$ cat config.mk
export PLATFORM = sky130hd
export DESIGN_NAME = bseh_top
export DESIGN_NICKNAME = d
export VERILOG_FILES = /design/src/logic/bseh_pkg.sv /design/src/logic/bseh_top.sv
export VERILOG_INCLUDE_DIRS = /design/src /design/src/logic
export SDC_FILE = /design/constraint.sdc
export NUM_CORES = 1
export LEC_CHECK = 0
export BUFFER_PORTS_ARGS = -buffer_cell sky130_fd_sc_hd__buf_2
export CAP_MARGIN = 20
export CORE_MARGIN = 3
export CORE_UTILIZATION = 54
export CTS_CLUSTER_DIAMETER = 50
export CTS_CLUSTER_SIZE = 24
export DETAILED_ROUTE_END_ITERATION = 7
export PLACE_DENSITY = 0.93
export SLEW_MARGIN = 10
export SYNTH_ARGS = -nofsm -noshare
export SYNTH_HDL_FRONTEND = slang
export SYNTH_SLANG_ARGS = --single-unit
$ cat constraint.sdc
create_clock -name clock -period 3.5 [get_ports clock]
set_input_delay 0.7 -clock clock [delete_from_list [all_inputs] [get_ports clock]]
set_output_delay 0.7 -clock clock [all_outputs]
set_load 0.03 [all_outputs]
$ cat src/logic/bseh_defines.svh
// Constants of the secondary-bus error handler of the bridge
// Assumes byte addresses on a 32-bit Avalon-MM register port
// What this block does
// Address parity error, enabled: target-abort, discard
// Attribute parity error, enabled: target-abort, discard
// Set parity-detected always, signaled-abort on abort
// Log header, pointer when unmasked, pointer invalid
// Fatal/non-fatal message by severity, mask, enables
// System-error status when message sent with enable
// Set fatal or non-fatal detected by severity
// Unsupported completion with abort control: target-abort
// Unsupported read, control clear: all-ones, normal end
// Unsupported write, control clear: normal end, discard
// Unsupported completion sets primary received-master-abort
// Completer abort sets secondary received-target-abort
// PCI mode: deliver data, then target-abort
// That target-abort sets primary received-target-abort
// Class 1 codes map to UR or CA
// Class 2 codes map to UR or CA
// CA answer to message sets signaled-abort
// Master-abort message: UR, received-master-abort bits
// Target-abort message: CA, received-target-abort bits
// Completer reports failure with completer-error message
`ifndef BSEH_DEFINES_SVH
`define BSEH_DEFINES_SVH
// ==========================================
// Register offsets
`define BSEH_OFF_CTRL 6'h00
`define BSEH_OFF_MASK 6'h04
`define BSEH_OFF_SEV 6'h08
`define BSEH_OFF_SEC 6'h0C
`define BSEH_OFF_PRI 6'h10
`define BSEH_OFF_DEV 6'h14
`define BSEH_OFF_UNC 6'h18
`define BSEH_OFF_PTR 6'h1C
`define BSEH_OFF_HDR 6'h20
// ==========================================
// Control bits
`define BSEH_C_PERESP 0
`define BSEH_C_SERR 1
`define BSEH_C_FTL 2
`define BSEH_C_NFTL 3
`define BSEH_C_UAA 4
// Uncorrectable error index (mask, severity, status)
`define BSEH_E_ADDR 0
`define BSEH_E_ATTR 1
`define BSEH_E_RMA 2
`define BSEH_E_RTA 3
// Secondary status bits
`define BSEH_S_DPE 0
`define BSEH_S_STA 1
`define BSEH_S_RTA 2
`define BSEH_S_RMA 3
// Primary status bits
`define BSEH_P_RMA 0
`define BSEH_P_RTA 1
`define BSEH_P_STA 2
`define BSEH_P_SSERR 3
// Device status bits
`define BSEH_D_FTL 0
`define BSEH_D_NFTL 1
// Pointer valid bit
`define BSEH_PTR_V 2
// ==========================================
// Reset values and fixed data
`define BSEH_RST_CTRL 5'h00
`define BSEH_RST_MASK 4'h0
`define BSEH_RST_SEV 4'h0
`define BSEH_ONES 32'hFFFF_FFFF
// ==========================================
// Completer-error message codes
`define BSEH_CLS1 4'h1
`define BSEH_CLS2 4'h2
`define BSEH_IX0 8'h00
`define BSEH_IX1 8'h01
`define BSEH_IX2 8'h02
`define BSEH_IXDEV 4'h8
`endif

$ cat src/logic/bseh_pkg.sv
// Types of the secondary-bus error handler
// Assumes nothing from the defines header; its figures are literal
package bseh_pkg;
    // Completer-abort delivery sequence, one-hot
    typedef enum logic [2:0] {
        ST_IDLE = 3'h1,
        ST_DRAIN = 3'h2,
        ST_ABORT = 3'h4
    } bseh_state_e;
    // Upstream completion status codes
    typedef enum logic [2:0] {
        CPL_SC = 3'h0,
        CPL_UR = 3'h1,
        CPL_CA = 3'h4
    } bseh_cpl_e;
endpackage

$ cat src/logic/bseh_top.sv
// Secondary-bus error handler: status, logging, messages, answers
// Assumes event inputs come from logic on the same clock
`timescale 1ns/1ps
`include "bseh_defines.svh"
module bseh_top
(
    input wire logic clock,
    input wire logic rstn,
    input wire logic ce,
    input wire logic [5:0] avs_address,
    input wire logic avs_read,
    input wire logic avs_write,
    input wire logic [31:0] avs_writedata,
    input wire logic [3:0] avs_byteenable,
    output logic [31:0] avs_readdata,
    output logic avs_waitrequest,
    input wire logic sec_addr_err,
    input wire logic sec_attr_err,
    input wire logic [31:0] err_hdr,
    input wire logic ur_cpl,
    input wire logic ca_cpl,
    input wire logic req_is_read,
    input wire logic pci_mode,
    input wire logic cpl_data_left,
    input wire logic scm_valid,
    input wire logic [3:0] scm_class,
    input wire logic [7:0] scm_index,
    output logic ta_out,
    output logic trdy_out,
    output logic discard_out,
    output logic [31:0] rdata_out,
    output logic rdata_valid,
    output logic [2:0] cpl_status_out,
    output logic cpl_valid,
    output logic msg_valid,
    output logic msg_fatal
);
    logic ack_r;
    logic [4:0] ctrl_r;
    logic [3:0] mask_r;
    logic [3:0] sev_r;
    logic [3:0] sec_r;
    logic [3:0] pri_r;
    logic [1:0] dev_r;
    logic [3:0] unc_r;
    logic [2:0] ptr_r;
    logic [31:0] hdr_r;
    bseh_pkg::bseh_state_e st_r;
    bseh_pkg::bseh_state_e st_nxt;

    // ==========================================
    // Avalon slave: one wait state per access
    wire acc = avs_read | avs_write;
    wire take = acc & ack_r;
    assign avs_waitrequest = acc & ~ack_r;
    wire wr = avs_write & take & avs_byteenable[0];
    wire hit_ctrl = avs_address == `BSEH_OFF_CTRL;
    wire hit_mask = avs_address == `BSEH_OFF_MASK;
    wire hit_sev = avs_address == `BSEH_OFF_SEV;
    wire hit_sec = avs_address == `BSEH_OFF_SEC;
    wire hit_pri = avs_address == `BSEH_OFF_PRI;
    wire hit_dev = avs_address == `BSEH_OFF_DEV;
    wire hit_unc = avs_address == `BSEH_OFF_UNC;
    wire hit_ptr = avs_address == `BSEH_OFF_PTR;
    wire hit_hdr = avs_address == `BSEH_OFF_HDR;
    // Write-one-to-clear strobes
    wire [3:0] clr_sec = (wr & hit_sec) ? avs_writedata[3:0] : 4'h0;
    wire [3:0] clr_pri = (wr & hit_pri) ? avs_writedata[3:0] : 4'h0;
    wire [1:0] clr_dev = (wr & hit_dev) ? avs_writedata[1:0] : 2'h0;
    wire [3:0] clr_unc = (wr & hit_unc) ? avs_writedata[3:0] : 4'h0;
    wire clr_ptr = wr & hit_ptr & avs_writedata[`BSEH_PTR_V];
    // Read selection; unmapped reads zero
    wire [31:0] rd_mux =
        hit_ctrl ? {27'h0, ctrl_r} :
        hit_mask ? {28'h0, mask_r} :
        hit_sev ? {28'h0, sev_r} :
        hit_sec ? {28'h0, sec_r} :
        hit_pri ? {28'h0, pri_r} :
        hit_dev ? {30'h0, dev_r} :
        hit_unc ? {28'h0, unc_r} :
        hit_ptr ? {29'h0, ptr_r} :
        hit_hdr ? hdr_r : 32'h0;

    // ==========================================
    // Control fields
    wire perr_en = ctrl_r[`BSEH_C_PERESP];
    wire system_error_enable = ctrl_r[`BSEH_C_SERR];
    wire ftl_en = ctrl_r[`BSEH_C_FTL];
    wire nftl_en = ctrl_r[`BSEH_C_NFTL];
    wire uaa = ctrl_r[`BSEH_C_UAA];

    // ==========================================
    // Split completion message decode
    wire c1 = scm_valid & (scm_class == `BSEH_CLS1);
    wire c2 = scm_valid & (scm_class == `BSEH_CLS2);
    wire m_ma = c1 & (scm_index == `BSEH_IX0);
    wire m_ta = c1 & (scm_index == `BSEH_IX1);
    wire m_wde = c1 & (scm_index == `BSEH_IX2);
    wire m_bc = c2 & (scm_index == `BSEH_IX0);
    wire m_swde = c2 & (scm_index == `BSEH_IX1);
    wire m_dev = c2 & (scm_index[7:4] == `BSEH_IXDEV);
    wire scm_ur = m_ma | m_wde | m_bc | m_swde; // see
    wire scm_ca = m_ta | m_dev; // see

    // ==========================================
    // Parity errors, gated by response enable
    wire addr_ab = sec_addr_err & perr_en;
    wire attr_ab = sec_attr_err & perr_en;
    // Unsupported completion answers
    wire ur_ab = ur_cpl & uaa;
    wire ur_rd = ur_cpl & ~uaa & req_is_read;
    wire ur_wr = ur_cpl & ~uaa & ~req_is_read;
    // Target-abort from the completer-abort sequence
    wire ca_ab = st_r == bseh_pkg::ST_ABORT;
    wire ta_nxt = addr_ab | attr_ab | ur_ab | ca_ab;

    // ==========================================
    // Uncorrectable error vector and qualifiers
    wire [3:0] err;
    assign err[`BSEH_E_ADDR] = addr_ab;
    assign err[`BSEH_E_ATTR] = attr_ab;
    assign err[`BSEH_E_RMA] = m_ma;
    assign err[`BSEH_E_RTA] = m_ta;
    wire [3:0] unm = err & ~mask_r;
    wire unm_any = |unm;
    wire ptr_load = (|unm) & ~ptr_r[`BSEH_PTR_V];
    wire [1:0] ptr_idx =
        unm[`BSEH_E_ADDR] ? 2'h0 :
        unm[`BSEH_E_ATTR] ? 2'h1 :
        unm[`BSEH_E_RMA] ? 2'h2 : 2'h3;
    // Message choice, one message marked fatal when both qualify
    wire ftl_q = (|(unm & sev_r)) & (system_error_enable | ftl_en);
    wire nftl_q = (|(unm & ~sev_r)) & (system_error_enable | nftl_en);
    wire msg_nxt = ftl_q | nftl_q;

    // ==========================================
    // Status set terms
    wire [3:0] set_sec;
    assign set_sec[`BSEH_S_DPE] = sec_addr_err | sec_attr_err;
    assign set_sec[`BSEH_S_STA] = addr_ab | attr_ab | ur_ab | scm_ca; // see see
    assign set_sec[`BSEH_S_RTA] = ca_cpl | m_ta; // see
    assign set_sec[`BSEH_S_RMA] = m_ma;
    wire [3:0] set_pri;
    assign set_pri[`BSEH_P_RMA] = ur_cpl;
    assign set_pri[`BSEH_P_RTA] = ca_ab;
    assign set_pri[`BSEH_P_STA] = m_ta;
    assign set_pri[`BSEH_P_SSERR] = msg_nxt & system_error_enable;
    wire [1:0] set_dev;
    assign set_dev[`BSEH_D_FTL] = |(err & sev_r);
    assign set_dev[`BSEH_D_NFTL] = |(err & ~sev_r);

    // ==========================================
    // Completer-abort delivery sequence
    always_comb
    begin
        st_nxt = st_r;
        case (st_r)
            bseh_pkg::ST_IDLE:
            begin
                if (ca_cpl & pci_mode)
                begin
                    st_nxt = bseh_pkg::ST_DRAIN;
                end
            end
            bseh_pkg::ST_DRAIN:
            begin
                if (!cpl_data_left)
                begin
                    st_nxt = bseh_pkg::ST_ABORT;
                end
            end
            bseh_pkg::ST_ABORT:
            begin
                st_nxt = bseh_pkg::ST_IDLE;
            end
            default:
            begin
                st_nxt = bseh_pkg::ST_IDLE;
            end
        endcase
    end

    // Bus handshake and read data
    always_ff @(posedge clock)
    begin
        if (!rstn)
        begin
            ack_r <= 1'b0;
            avs_readdata <= 32'h0;
        end
        else if (ce)
        begin
            ack_r <= acc & ~ack_r;
            avs_readdata <= (avs_read & ~ack_r) ? rd_mux : avs_readdata;
        end
    end

    // Software-owned control registers
    always_ff @(posedge clock)
    begin
        if (!rstn)
        begin
            ctrl_r <= `BSEH_RST_CTRL;
            mask_r <= `BSEH_RST_MASK;
            sev_r <= `BSEH_RST_SEV;
        end
        else if (ce & wr)
        begin
            ctrl_r <= hit_ctrl ? avs_writedata[4:0] : ctrl_r;
            mask_r <= hit_mask ? avs_writedata[3:0] : mask_r;
            sev_r <= hit_sev ? avs_writedata[3:0] : sev_r;
        end
    end

    // Sticky status: a set in the clear cycle wins
    always_ff @(posedge clock)
    begin
        if (!rstn)
        begin
            sec_r <= 4'h0;
            pri_r <= 4'h0;
            dev_r <= 2'h0;
            unc_r <= 4'h0;
        end
        else if (ce)
        begin
            sec_r <= (sec_r & ~clr_sec) | set_sec;
            pri_r <= (pri_r & ~clr_pri) | set_pri;
            dev_r <= (dev_r & ~clr_dev) | set_dev;
            unc_r <= (unc_r & ~clr_unc) | err; // see
        end
    end

    // First-error pointer and header log
    always_ff @(posedge clock)
    begin
        if (!rstn)
        begin
            ptr_r <= 3'h0;
            hdr_r <= 32'h0;
        end
        else if (ce)
        begin
            if (ptr_load)
            begin
                ptr_r <= {1'b1, ptr_idx};
                hdr_r <= err_hdr;
            end
            else if (clr_ptr)
            begin
                ptr_r <= 3'h0;
            end
        end
    end

    // Answers to the secondary master and upstream
    always_ff @(posedge clock)
    begin
        if (!rstn)
        begin
            st_r <= bseh_pkg::ST_IDLE;
            ta_out <= 1'b0;
            trdy_out <= 1'b0;
            discard_out <= 1'b0;
            rdata_out <= 32'h0;
            rdata_valid <= 1'b0;
            cpl_status_out <= bseh_pkg::CPL_SC;
            cpl_valid <= 1'b0;
            msg_valid <= 1'b0;
            msg_fatal <= 1'b0;
        end
        else if (ce)
        begin
            st_r <= st_nxt;
            ta_out <= ta_nxt; // see see see
            trdy_out <= ur_rd | ur_wr; // see
            discard_out <= addr_ab | attr_ab | ur_wr; // see see
            rdata_out <= ur_rd ? `BSEH_ONES : 32'h0;
            rdata_valid <= ur_rd;
            cpl_valid <= scm_ur | scm_ca;
            cpl_status_out <= scm_ca ? bseh_pkg::CPL_CA :
                scm_ur ? bseh_pkg::CPL_UR : bseh_pkg::CPL_SC; // see
            msg_valid <= msg_nxt;
            msg_fatal <= ftl_q;
        end
    end

    // ==========================================
    // Checks
    property p_r1;
        @(posedge clock) disable iff (!rstn)
        ce & sec_addr_err & perr_en |=> ta_out & discard_out;
    endproperty
    a_r1: assert property (p_r1) else $error("address error not aborted");
    property p_r3;
        @(posedge clock) disable iff (!rstn)
        ce & sec_attr_err |=> sec_r[`BSEH_S_DPE];
    endproperty
    a_r3: assert property (p_r3) else $error("parity detected not set");
    property p_r4;
        @(posedge clock) disable iff (!rstn)
        ce & ptr_r[`BSEH_PTR_V] & ~clr_ptr |=> $stable(hdr_r) & ptr_r[`BSEH_PTR_V];
    endproperty
    a_r4: assert property (p_r4) else $error("header log overwritten");
    property p_r5;
        @(posedge clock) disable iff (!rstn)
        $past(ce) & msg_valid |-> $past(unm_any) & (msg_fatal == $past(ftl_q));
    endproperty
    a_r5: assert property (p_r5) else $error("message without cause");
    property p_r6;
        @(posedge clock) disable iff (!rstn)
        ce & msg_nxt & system_error_enable |=> pri_r[`BSEH_P_SSERR];
    endproperty
    a_r6: assert property (p_r6) else $error("system error status missing");
    property p_r9;
        @(posedge clock) disable iff (!rstn)
        ce & ur_cpl & ~uaa & req_is_read |=> trdy_out & (rdata_out == `BSEH_ONES) & ~ta_out;
    endproperty
    a_r9: assert property (p_r9) else $error("unsupported read not all ones");
    property p_r11;
        @(posedge clock) disable iff (!rstn)
        ce & ur_cpl |=> pri_r[`BSEH_P_RMA];
    endproperty
    a_r11: assert property (p_r11) else $error("primary master abort missing");
    property p_r13;
        @(posedge clock) disable iff (!rstn)
        ce & (st_r == bseh_pkg::ST_DRAIN) & cpl_data_left
            & ~sec_addr_err & ~sec_attr_err & ~ur_cpl |=> ~ta_out;
    endproperty
    a_r13: assert property (p_r13) else $error("abort before data delivered");
    property p_r19;
        @(posedge clock) disable iff (!rstn)
        ce & m_ta |=> cpl_valid & (cpl_status_out == bseh_pkg::CPL_CA)
            & pri_r[`BSEH_P_STA] & unc_r[`BSEH_E_RTA] & sec_r[`BSEH_S_STA]
            & sec_r[`BSEH_S_RTA];
    endproperty
    a_r19: assert property (p_r19) else $error("target abort message mishandled");
    // Remaining answers and status updates
    property p_r2;
        @(posedge clock) disable iff (!rstn)
        ce & sec_attr_err & perr_en |=> ta_out & discard_out;
    endproperty
    a_r2: assert property (p_r2) else $error("attribute error not aborted");
    property p_r7;
        @(posedge clock) disable iff (!rstn)
        ce & sec_addr_err & perr_en & sev_r[`BSEH_E_ADDR] |=> dev_r[`BSEH_D_FTL];
    endproperty
    a_r7: assert property (p_r7) else $error("fatal detected not set");
    property p_r8;
        @(posedge clock) disable iff (!rstn)
        ce & ur_cpl & uaa |=> ta_out & ~trdy_out & sec_r[`BSEH_S_STA];
    endproperty
    a_r8: assert property (p_r8) else $error("unsupported not aborted");
    property p_r10;
        @(posedge clock) disable iff (!rstn)
        ce & ur_cpl & ~uaa & ~req_is_read |=> trdy_out & discard_out & ~rdata_valid;
    endproperty
    a_r10: assert property (p_r10) else $error("unsupported write not ended");
    property p_r12;
        @(posedge clock) disable iff (!rstn)
        ce & ca_cpl |=> sec_r[`BSEH_S_RTA];
    endproperty
    a_r12: assert property (p_r12) else $error("secondary target abort missing");
    property p_r14;
        @(posedge clock) disable iff (!rstn)
        ce & ca_ab |=> ta_out & pri_r[`BSEH_P_RTA];
    endproperty
    a_r14: assert property (p_r14) else $error("primary target abort missing");
    property p_r16;
        @(posedge clock) disable iff (!rstn)
        ce & m_dev |=> cpl_valid & (cpl_status_out == bseh_pkg::CPL_CA) & sec_r[`BSEH_S_STA];
    endproperty
    a_r16: assert property (p_r16) else $error("device error mishandled"); // see
    property p_r18;
        @(posedge clock) disable iff (!rstn)
        ce & m_ma |=> cpl_valid & (cpl_status_out == bseh_pkg::CPL_UR)
            & sec_r[`BSEH_S_RMA] & unc_r[`BSEH_E_RMA];
    endproperty
    a_r18: assert property (p_r18) else $error("master abort message mishandled");
endmodule

# Word-level counts from Yosys, hierarchy flattened

Cells that the tools add are included.

Shift operators: 0
$lt $le $gt $ge: 0
Reduce and logical (&&, ||, !) cells: 15
Div/mod/pow operators: 0
Equal/unequal tests: 18
$mul: 0
Add/sub/neg operators: 0
Mux-type cells: 24
Bitwise operators: 71

Operator list:

| operator             | count |
|---|---|
| $mux W32             | 10 |
| $and A4 B4 Y4        | 8 |
| $and A1 B1 Y1        | 31 |
| $eq A6 B5 Y1 const B | 4 |
| $not A4 Y4           | 5 |
| $reduce_or A4 Y1     | 5 |
| $or A1 B1 Y1         | 17 |
| $mux W3              | 5 |
| $eq A6 B4 Y1 const B | 2 |
| $mux W4              | 3 |
| $or A4 B4 Y4         | 3 |
| $reduce_and A2 Y1    | 6 |
| $eq A8 B1 Y1 const B | 1 |
| $eq A8 B2 Y1 const B | 1 |
| $logic_not A8 Y1     | 1 |
| $eq A6 B3 Y1 const B | 1 |
| $eq A6 B6 Y1 const B | 1 |
| $logic_not A6 Y1     | 1 |
| $mux W2              | 3 |
| $pmux W3 S2          | 1 |
| $eq A4 B1 Y1 const B | 1 |
| $eq A4 B2 Y1 const B | 1 |
| $eq A4 B4 Y1 const B | 1 |
| $ne A2 B2 Y1 const B | 2 |
| 10 further kinds     | 14 |

Register bits after elaboration: 140
Output and inout bits: 75
Memories: 0
RAM bits: 0
Latch bits: 0
ROM bits: 0
Logic and storage cells: 149
Bits of input ports: 99

# Logic depth before layout (Yosys ltp)

Gate-level depths: netlist of run 1.

Word-level depth: 10
Gate-level depth with buffers: 7
Gate-level depth less buffers: 5

# Least setup slack after synthesis of run 1

No wires, ideal clock.

Kind: input to register
From: input avs_address[1]
To: register ptr_r[1]
Library setup time: 0.123 ns
Buffers on the path: 1
Required time: 3.377 ns
Cell stages on the path: 5
Arrival time: 1.898 ns
Setup slack: 1.479 ns
Path through: or4b_1 > buf_2 > nor4_2 > o31a_1 > o22ai_1

Word-level cells in the longest chain between the ends: 5

Ends and longest elaborated chain:

| element                      | line            | RTL |
|---|---|---|
| from (decl)                  | bseh_top.sv:10  | `input wire logic [5:0] avs_address,` |
| $eq A6 B5 Y1 (no line)       | n/a             |  |
| $and A1 B1 Y1 (2 in a row)   | bseh_top.sv:71  | `` wire clr_ptr = wr & hit_ptr & avs_writedata[`BSEH_PTR_V]; `` |
| $reduce_bool A2 Y1 (no line) | n/a             |  |
| $reduce_and A2 Y1 (no line)  | n/a             |  |
| to (signal assigned)         | bseh_top.sv:246 | `ptr_r <= {1'b1, ptr_idx};` |
| to (decl)                    | bseh_top.sv:46  | `logic [2:0] ptr_r;` |

Every way passes these cells.
A chain may end at the register's enable or synchronous reset.

# Final worst setup path of run 1

From: input avs_address[2]
To: register avs_readdata[1]

Word-level cells in the longest chain between the ends: 10
Elaborated cells on any way between the ends: 18
Classes of those cells: eq/ne (8); mux (9); reduce/logical (1)

Ends and longest elaborated chain:

| element                | line            | RTL |
|---|---|---|
| $eq A6 B6 Y1 (no line) | n/a             |  |
| $mux W32               | bseh_top.sv:82  | `hit_hdr ? hdr_r : 32'h0;` |
| $mux W32               | bseh_top.sv:81  | `hit_ptr ? {29'h0, ptr_r} :` |
| $mux W32               | bseh_top.sv:80  | `hit_unc ? {28'h0, unc_r} :` |
| $mux W32               | bseh_top.sv:79  | `hit_dev ? {30'h0, dev_r} :` |
| $mux W32               | bseh_top.sv:78  | `hit_pri ? {28'h0, pri_r} :` |
| $mux W32               | bseh_top.sv:77  | `hit_sec ? {28'h0, sec_r} :` |
| $mux W32               | bseh_top.sv:76  | `hit_sev ? {28'h0, sev_r} :` |
| $mux W32               | bseh_top.sv:75  | `hit_mask ? {28'h0, mask_r} :` |
| $mux W32 *             | bseh_top.sv:74  | `hit_ctrl ? {27'h0, ctrl_r} :` |
| to (signal assigned)   | bseh_top.sv:194 | `avs_readdata <= (avs_read & ~ack_r) ? rd_mux : avs_readdata;` |
| to (decl)              | bseh_top.sv:15  | `output logic [31:0] avs_readdata,` |

Every way passes the cells marked *; elsewhere a longest branch is shown, timed or not.

==> results_tabular.tex, run 1 <==
\begin{tabular}{lr}
\hline
Metric & Value \\
\hline
\multicolumn{2}{l}{\textbf{Run status}} \\
\quad Result of the run & finished, final reports clean \\
\multicolumn{2}{l}{\textbf{Floorplan}} \\
\quad Top-level I/O count & approximately 170 \\
\quad Width of the die & just over 100 um \\
\quad Core area & just under 9000 um\^{}2 \\
\quad Overall die height & 102 um \\
\quad Starting density of the core & $\sim$56\% \\
\quad \# rows & 34 \\
\quad Die area & 10400 um\^{}2 \\
\multicolumn{2}{l}{\textbf{Synth}} \\
\quad Number of flops mapped to enable cells by yosys & 0 \\
\quad Area contributors post-synth & dfxtp\_1 43\%, mux2i\_1 10\%, a21oi\_1 6.0\% \\
\quad Unique cell type count in the Yosys netlist & 56 \\
\quad Synth Flop Type & dfxtp\_1 \\
\quad Asr flop ratio synth & 0\% \\
\quad Proportion of netlist area held by the largest area contributor & between 40 and 50\% \\
\quad Cell count after synthesis & between 500 and 600 \\
\quad Syn Area/Cell & 8.54 um\^{}2 \\
\quad Largest area contributor in the netlist & dfxtp\_1 \\
\quad Proportion of synthesized chip area in sequential cells & between 40\% and 50\% \\
\quad Synthesized Nets & 684 \\
\quad Total number of yosys warnings & 0 \\
\quad Register bit total from synthesis & 107 \\
\quad Summed instance area of the synthesized netlist & 5000 um\^{}2 \\
\multicolumn{2}{l}{\textbf{Power and ir drop}} \\
\quad Total leakage power & 2.26 nW \\
\quad Combinational fraction of design power & approximately a tenth \\
\quad Power per standard cell area & 379 nW/um\^{}2 \\
\quad Internal power & 1.56 mW \\
\quad Switching component of the power & 589 uW \\
\quad Highest ir drop seen on vdd & 0.218 mV \\
\quad Sequential share of power & between 50\% and 60\% \\
\quad Fraction of power consumed by the clock network & roughly 32\% \\
\quad Switching share of total power & 27.4\% \\
\quad Tot Pwr & about 2.1 mW \\
\multicolumn{2}{l}{\textbf{Placed design}} \\
\quad Cell total after placement & 772 \\
\quad Placed cell areas & 5500 um\^{}2 \\
\quad Final weighted congestion of routability-driven global placement & 0.980 \\
\quad Buffers on Ports & 142 \\
\quad Hpwl dp & 9600 um \\
\multicolumn{2}{l}{\textbf{Final layout}} \\
\quad Layout Cells excl Fill & 787 \\
\quad Fillers & 766 \\
\quad Design Area, Final & 5670 um\^{}2 \\
\quad Layout overhead on the synthesized area & 13.5\% \\
\quad Area occupied by multi-input gates & 2420 um\^{}2 \\
\quad Final net count & slightly below 800 \\
\quad Layout cell share with drive strength beyond 1 & 26.7\% \\
\quad Antenna Cells & 0 \\
\quad Sequential Area & 2140 um\^{}2 \\
\multicolumn{2}{l}{\textbf{Clock network}} \\
\quad Post-CTS Setup Repair Bufs & 0 \\
\quad Clock tree from TritonCTS & done \\
\quad Maximum buffer depth of the clock tree & 2 \\
\quad Count of hold-fix buffers inserted at cts & 0 \\
\quad Root buffer cell & clkbuf\_8 \\
\quad Number of clock sinks & 107 \\
\quad Clock input transition at the sequential cells of the worst setup and hold paths & $\sim$0.1 ns \\
\quad Worst-skew pair later-pin latency & 0.37 ns \\
\quad Post-cts sizing count & 0 \\
\quad Number of H-tree levels & 3 \\
\quad Number of buffers added by the clock tree synthesis step & 9 \\
\multicolumn{2}{l}{\textbf{Worst setup path}} \\
\quad Startpoint types & input port \\
\quad Slowest cell on the critical path & and4b\_1 \\
\quad WP data arrival & 2.81 ns \\
\quad Sort of element at the end of the critical path & flop \\
\quad Worst Path Max Fanout & 23 \\
\quad Cell-by-cell trace of the critical path & buf\_2, nor2\_1, and4b\_1, buf\_4, nand2\_1, a21o\_1, a21oi\_1 \\
\quad Max stage delay on crit path & 0.54 ns \\
\quad Critical Path RT & $\sim$3.8 ns \\
\quad Setup CP Type & in2reg \\
\quad R2R cell count & 5 \\
\multicolumn{2}{l}{\textbf{Route}} \\
\quad Post-DRT Antenna Nets & 0 \\
\quad Via total after detailed routing & approximately 4700 \\
\quad First-pass DRT Iterations & 5 \\
\quad Routed WL & 13300 um \\
\quad Number of remaining DRC errors & 0 \\
\quad Via/cell ratio & 5.99 \\
\quad 1st-iter DRT viols & 408 \\
\quad Routed len/inst & 16.9 um \\
\multicolumn{2}{l}{\textbf{Timing}} \\
\quad Final period utilization & 72.0\% \\
\quad Achievable Freq & 0.397 GHz \\
\quad Worst relative slew slack & 47.6\% \\
\quad Pins Over Slew Limit & 0 \\
\quad Worst Skew & between 0.01 and 0.015 ns \\
\quad Number of failing setup endpoints in the final timing report & 0 \\
\quad Shortest clock period the worst path allows after layout & 2.52 ns \\
\quad Transition time at the pin with the least slew margin & 0.784 ns \\
\quad Hold slack final & $\sim$0.45 ns \\
\quad Unrepaired setup endpoints after global routing & no \\
\quad Final-layout setup total negative slack & 0 ns \\
\quad Final number of hold-violating endpoints & 0 \\
\multicolumn{2}{l}{\textbf{Global routing}} \\
\quad Grt ovf & 0 \\
\quad Via count of the first global-routing pass & around 4300 \\
\quad Global router's overall resource usage & 25.0\% \\
\quad Largest net degree at the start of global routing & 84 \\
\quad Number of antenna violations at the first check in global routing & 0 \\
\quad Wire length of the first global-routing pass & 20700 um \\
\multicolumn{2}{l}{\textbf{Min path}} \\
\quad Hold Path Stages & 2 \\
\quad Hold WC Path Type & reg2reg \\
\multicolumn{2}{l}{\textbf{Run}} \\
\quad Total of max-cap violations & 0 \\
\hline
\end{tabular}
==> cell usage after synthesis, types with 2 or more instances <==
cell       count
mux2i_1       50
nand2_1       63
nand3b_1       3
nor4_2         2
clkbuf_1      21
buf_1          4
inv_2          2
nor3b_1        5
o21ai_0       18
a221oi_1       4
inv_1          9
nand2b_1       4
nor3_4         3
a211oi_1       4
o221ai_1       4
a31oi_1        5
nor3_1         6
a21oi_1       60
a2bb2oi_1      2
dfxtp_1      107
nor2_1        68
buf_2          7
nor3_2         2
nor2b_1        7
nand3_1       41
mux2_2         3
nor3b_2        2
o22ai_1        5
nand4_1        6
a22oi_1        3
buf_4         36
o21a_1         2
and4_1         2
a21o_1         3
==> kinds of logic (layout without fill, tap and decap cells) <==
kind of cell	Yosys count	count (layout)	share of synthesized area, %
flip-flops	107	107	42.9
other	1	1	0.0750
buffers and inverters	79	173	8.81
AND/OR/NAND/NOR	227	227	23.2
multiplexers	53	53	10.7
AO/OA/AOI/OAI	118	118	14.4
==> placed cells by master (no fill, tap or decap), types with 3 or more instances in the layout <==
cell	Yosys	routed
buf_2	7	142
dfxtp_1	107	107
nor2_1	68	68
nand2_1	63	63
a21oi_1	60	60
mux2i_1	50	50
nand3_1	41	41
o21ai_0	18	18
inv_1	9	9
clkbuf_8	0	9
nor2b_1	7	7
nor3_1	6	6
nand4_1	6	6
nor3b_1	5	5
a31oi_1	5	5
o22ai_1	5	5
a221oi_1	4	4
nand2b_1	4	4
o221ai_1	4	4
a211oi_1	4	4
buf_4	36	4
nand3b_1	3	3
nor3_4	3	3
a21o_1	3	3
mux2_2	3	3
a22oi_1	3	3
==> flip-flops by register name, indices dropped and copies added, names as in the netlist <==
| signal | flops |
|---|---|
| avs_readdata | 32 |
| hdr_r | 32 |
| ctrl_r | 5 |
| mask_r | 4 |
| pri_r | 4 |
| sec_r | 4 |
| sev_r | 4 |
| unc_r | 4 |
| ptr_r | 3 |
| st_r | 3 |
| cpl_status_out | 2 |
| dev_r | 2 |
| ack_r | 1 |
| cpl_valid | 1 |
| discard_out | 1 |
| msg_fatal | 1 |
| msg_valid | 1 |
| rdata_out | 1 |
| ta_out | 1 |
| trdy_out | 1 |
==> final cells by class <==
cell class	instances	area share, %
Clock buffer	9	2.18
Inverter	11	0.728
Multi-Input combinational cell	399	42.7
Sequential cell	107	37.8
Clock inverter	6	0.882
Timing Repair Buffer	147	13.4
Tap cell	108	2.38
==> path summary, 6_finish.rpt <==
path / to / from / slack (ns)
max: avs_readdata[1] / avs_address[2] / 0.98
min: avs_readdata[5] / avs_readdata[5] / 0.45
max reg2reg: hdr_r[13] / ctrl_r[0] / 1.56
min reg2reg: avs_readdata[5] / avs_readdata[5] / 0.45
==> per-layer routing <==
metal / routed length, um / GRT usage (%) / up-vias
met5: 0 / 0 / -
met4: 423 / 9.89 / 0
met3: 1330 / 5.26 / 47
met2: 6320 / 41.0 / 286
met1: 5230 / 32.4 / 2188
li1: - / - / 2190
==> power by group through the flow <==
stage,sequential [mW],combinational [mW],clock [mW]
6_report,1.24,0.223,0.690
5_1_grt,1.24,0.240,0.755
4_1_cts,1.24,0.220,0.700
3_5_place_dp,1.26,0.219,0
3_3_place_gp,1.26,0.215,0
2_1_floorplan,1.27,0.138,0
==> worst max-delay path, delay by kind of cell <==
| kind | cells | cell delay, ns |
|---|---|---|
| buffers and inverters | 2 | 0.63 |
| AND/OR/NAND/NOR | 3 | 1.13 |
| AO/OA/AOI/OAI | 2 | 0.33 |
==> per-stage QoR <==
step	utilization [%]	worst slack, ns
after floorplan	-	1.48
after global placement	62.2	0.826
after detailed placement	62.2	0.709
after CTS	64.1	1.08
after global routing	64.1	0.907
final	64.1	0.982
No activity file was read; power rests on OpenSTA's default activity.
==> run 2: changes to the inputs <==
--- a/config.mk
+++ b/config.mk
@@ -9,11 +9,11 @@
 export BUFFER_PORTS_ARGS = -buffer_cell sky130_fd_sc_hd__buf_2
 export CAP_MARGIN = 20
 export CORE_MARGIN = 3
-export CORE_UTILIZATION = 54
+export CORE_UTILIZATION = 45
 export CTS_CLUSTER_DIAMETER = 50
 export CTS_CLUSTER_SIZE = 24
 export DETAILED_ROUTE_END_ITERATION = 7
-export PLACE_DENSITY = 0.93
+export PLACE_DENSITY = 0.84
 export SLEW_MARGIN = 10
 export SYNTH_ARGS = -nofsm -noshare
 export SYNTH_HDL_FRONTEND = slang
==> constraint.sdc (replaced) <==
create_clock -name clock -period 2.1 [get_ports clock]
set_input_delay 0.42 -clock clock [delete_from_list [all_inputs] [get_ports clock]]
set_output_delay 0.42 -clock clock [all_outputs]
set_load 0.03 [all_outputs]
==> run 2 against run 1 <==
  * Sequential share of layout area decreased by 1.6 points
  * Combinational power increased by 81%
  * Sequential power increased by 66%
  * Clock skew about the same
  * Setup slack got worse by 0.78 ns
  * Clock-buffer cell count increased by 1
  * Via count decreased by 0.38%
  * Clock power increased by 75%
  * Non-clock buffer count increased by 20
  * Hold slack got worse by 0.18 ns
  * Critical path type is now reg2out
  * Critical endpoint is now rdata_out[16]
  * Highest routed layer unchanged
==> results_tabular.tex, run 2 (synthesis results as in run 1) <==
\begin{tabular}{lr}
\hline
Metric & Value \\
\hline
\multicolumn{2}{l}{\textbf{Floorplan}} \\
\quad Overall die height & 111 um (+9.0\%) \\
\quad \# rows & 37 (+8.8\%) \\
\quad Width of the die & 111 um (+9.0\%) \\
\quad Starting density of the core & 47.3\% (-9.1 points) \\
\quad Top-level I/O count & 174 (unchanged) \\
\quad Die area & 12400 um\^{}2 (+19\%) \\
\quad Core area & 10600 um\^{}2 (+19\%) \\
\multicolumn{2}{l}{\textbf{Worst setup path}} \\
\quad R2R cell count & 5 (unchanged) \\
\quad Worst Path Max Fanout & 34 (+48\%) \\
\quad Startpoint types & flop \\
\quad Register-to-register setup slack & 0.39 ns (-1.17 ns) \\
\quad Family of cells with the greatest summed delay on the critical path & flip-flops \\
\quad Buf+Inv Stages, Crit Path & 1 (-1) \\
\quad Capture point of the worst reg-to-reg path & hdr\_r[19] \\
\quad Setup CP Type & reg2out \\
\quad Cell-by-cell trace of the critical path & buf\_2 \\
\quad WP data arrival & 1.48 ns (-1.33 ns) \\
\quad Max stage delay on crit path & 0.79 ns (+0.25 ns) \\
\quad Number of cells on the critical path & 1 (-6) \\
\quad Critical Path RT & 1.68 ns (-2.11 ns) \\
\quad Sort of element at the end of the critical path & output pin \\
\quad Launch point of the worst reg-to-reg path & ctrl\_r[0] \\
\quad Source of the critical timing path & rdata\_out[30] \\
\quad End point of the critical path & rdata\_out[16] \\
\quad Slowest cell on the critical path & dfxtp\_1 \\
\multicolumn{2}{l}{\textbf{Clock network}} \\
\quad Root buffer cell & clkbuf\_8 \\
\quad Number of H-tree levels & 3 (unchanged) \\
\quad Maximum buffer depth of the clock tree & 2 (unchanged) \\
\quad Clock tree from TritonCTS & done \\
\quad Post-CTS Setup Repair Bufs & 0 (unchanged) \\
\quad Number of clock sinks & 107 (unchanged) \\
\quad Count of hold-fix buffers inserted at cts & 0 (unchanged) \\
\quad Clock input transition at the sequential cells of the worst setup and hold paths & 0.11 ns (about the same) \\
\quad Worst-skew pair later-pin latency & 0.38 ns (about the same) \\
\quad Post-cts sizing count & 0 (unchanged) \\
\quad Number of buffers added by the clock tree synthesis step & 9 (unchanged) \\
\multicolumn{2}{l}{\textbf{Global routing}} \\
\quad Largest net degree at the start of global routing & 35 (-58\%) \\
\quad Grt ovf & 0 (unchanged) \\
\quad Number of antenna violations at the first check in global routing & 0 (unchanged) \\
\quad Wire length of the first global-routing pass & 22100 um (+6.7\%) \\
\quad Via count of the first global-routing pass & 4489 (+3.5\%) \\
\quad Global router's overall resource usage & 21.5\% (-3.5 points) \\
\multicolumn{2}{l}{\textbf{Timing}} \\
\quad Transition time at the pin with the least slew margin & 0.704 ns (-0.0797 ns) \\
\quad Achievable Freq & 0.527 GHz \\
\quad Worst relative slew slack & 53.0\% (+5.4 points) \\
\quad Final period utilization & 90.4\% \\
\quad Pins Over Slew Limit & 0 (unchanged) \\
\quad Unrepaired setup endpoints after global routing & no \\
\quad Final number of hold-violating endpoints & 0 (unchanged) \\
\quad Number of failing setup endpoints in the final timing report & 0 (unchanged) \\
\quad Worst Skew & 0.0123 ns (+0.000438 ns) \\
\quad Shortest clock period the worst path allows after layout & 1.90 ns \\
\quad Final-layout setup total negative slack & 0 ns (unchanged) \\
\multicolumn{2}{l}{\textbf{Power and ir drop}} \\
\quad Highest ir drop seen on vdd & 0.326 mV (+49\%) \\
\quad Total leakage power & 2.37 nW (+5.1\%) \\
\quad Power per standard cell area & 619 nW/um\^{}2 (+64\%) \\
\multicolumn{2}{l}{\textbf{Route}} \\
\quad Via/cell ratio & 5.61 (-6.2\%) \\
\quad 1st-iter DRT viols & 359 (-12\%) \\
\quad Post-DRT Antenna Nets & 0 (unchanged) \\
\quad Via total after detailed routing & 4693 (-0.38\%) \\
\quad Number of remaining DRC errors & 0 (unchanged) \\
\quad Routed len/inst & 16.4 um (-3.1\%) \\
\quad Routed WL & 13700 um (+2.9\%) \\
\quad First-pass DRT Iterations & 5 (unchanged) \\
\multicolumn{2}{l}{\textbf{Final layout}} \\
\quad Final net count & 794 (+2.6\%) \\
\quad Antenna Cells & 0 (unchanged) \\
\quad Most common cell after layout, fill and taps aside & buf\_2 \\
\quad Design Area, Final & 5920 um\^{}2 (+4.4\%) \\
\quad Layout overhead on the synthesized area & 18.5\% \\
\quad Area occupied by multi-input gates & 2420 um\^{}2 (unchanged) \\
\quad Layout cell share with drive strength beyond 1 & 28.7\% (+2.1 points) \\
\quad Fillers & 948 (+24\%) \\
\quad Sequential Area & 2140 um\^{}2 (unchanged) \\
\quad Top flop regs & avs\_readdata: 32 flops, hdr\_r: 32 flops, ctrl\_r: 5 flops \\
\quad Commonest cells after routing, fill and taps aside & 142 x buf\_2, 107 x dfxtp\_1, 68 x nor2\_1 \\
\multicolumn{2}{l}{\textbf{Placed design}} \\
\quad Hpwl dp & 10300 um (+7.4\%) \\
\quad Buffers on Ports & 142 (unchanged) \\
\quad Placed cell areas & 5740 um\^{}2 (+4.3\%) \\
\quad Final weighted congestion of routability-driven global placement & 0.888 (-9.4\%) \\
\multicolumn{2}{l}{\textbf{Run}} \\
\quad Total of max-cap violations & 0 (unchanged) \\
\multicolumn{2}{l}{\textbf{Run status}} \\
\quad Result of the run & finished, final reports clean \\
\multicolumn{2}{l}{\textbf{Min path}} \\
\quad Startpoint of the worst hold path & err\_hdr[17] \\
\quad Hold WC Path Type & in2reg \\
\hline
\end{tabular}
[run 2: changes by cell type in the layout (fill, tap and decap cells not counted)]
cell	change
clkinv_2	-1
clkbuf_1	+1
clkinv_8	+1
buf_4	+16
inv_6	+1
buf_12	+4
inv_8	-1
[run 2: per-stage QoR]
stage / util [%] / power (mW) / hold slack, ns / worst slack [ns] / std cells
2_1_floorplan: - / 2.35 / 0.432 / 0.359 / 585
6_report: 56.1 / 3.67 / 0.277 / 0.202 / 836
3_5_place_dp: 54.3 / 2.51 / 0.441 / 0.0813 / 820
3_3_place_gp: 54.3 / 2.50 / 0.437 / 0.0933 / 820
4_1_cts: 56.1 / 3.69 / 0.271 / 0.160 / 836
5_1_grt: 56.1 / 3.80 / 0.277 / 0.0756 / 836
[run 2: layout make-up]
type                       instances  area share (%)
inverter                          11           0.697
clock inverter                     6           0.993
timing repair buffer             167            16.2
tap                              136            2.87
clock buffer                      10            2.16
sequential                       107            36.2
multi-input combinational        399            40.9
[run 2: where the power goes]
group	leakage, nW	switching, mW	internal, mW
sequential	0.864	0.0160	2.04
clock	0.0902	0.751	0.455
combinational	1.42	0.262	0.140
[run 2: worst min-delay path by stage]
stage / endpoint / slack, ns / cells past startpoint
after floorplan: pri_r[2] / 0.43 / 2
after global placement: avs_readdata[25] / 0.44 / 2
after detailed placement: avs_readdata[11] / 0.44 / 2
after CTS: hdr_r[17] / 0.27 / 3
after global routing: hdr_r[24] / 0.28 / 3
final: hdr_r[17] / 0.28 / 3
[run 2: metal layers]
metal / routed length, um / track usage (%)
met2: 6500 / 35.6
met1: 5790 / 27.7
met3: 1050 / 3.91
met4: 361 / 9.08
met5: 0 / 0
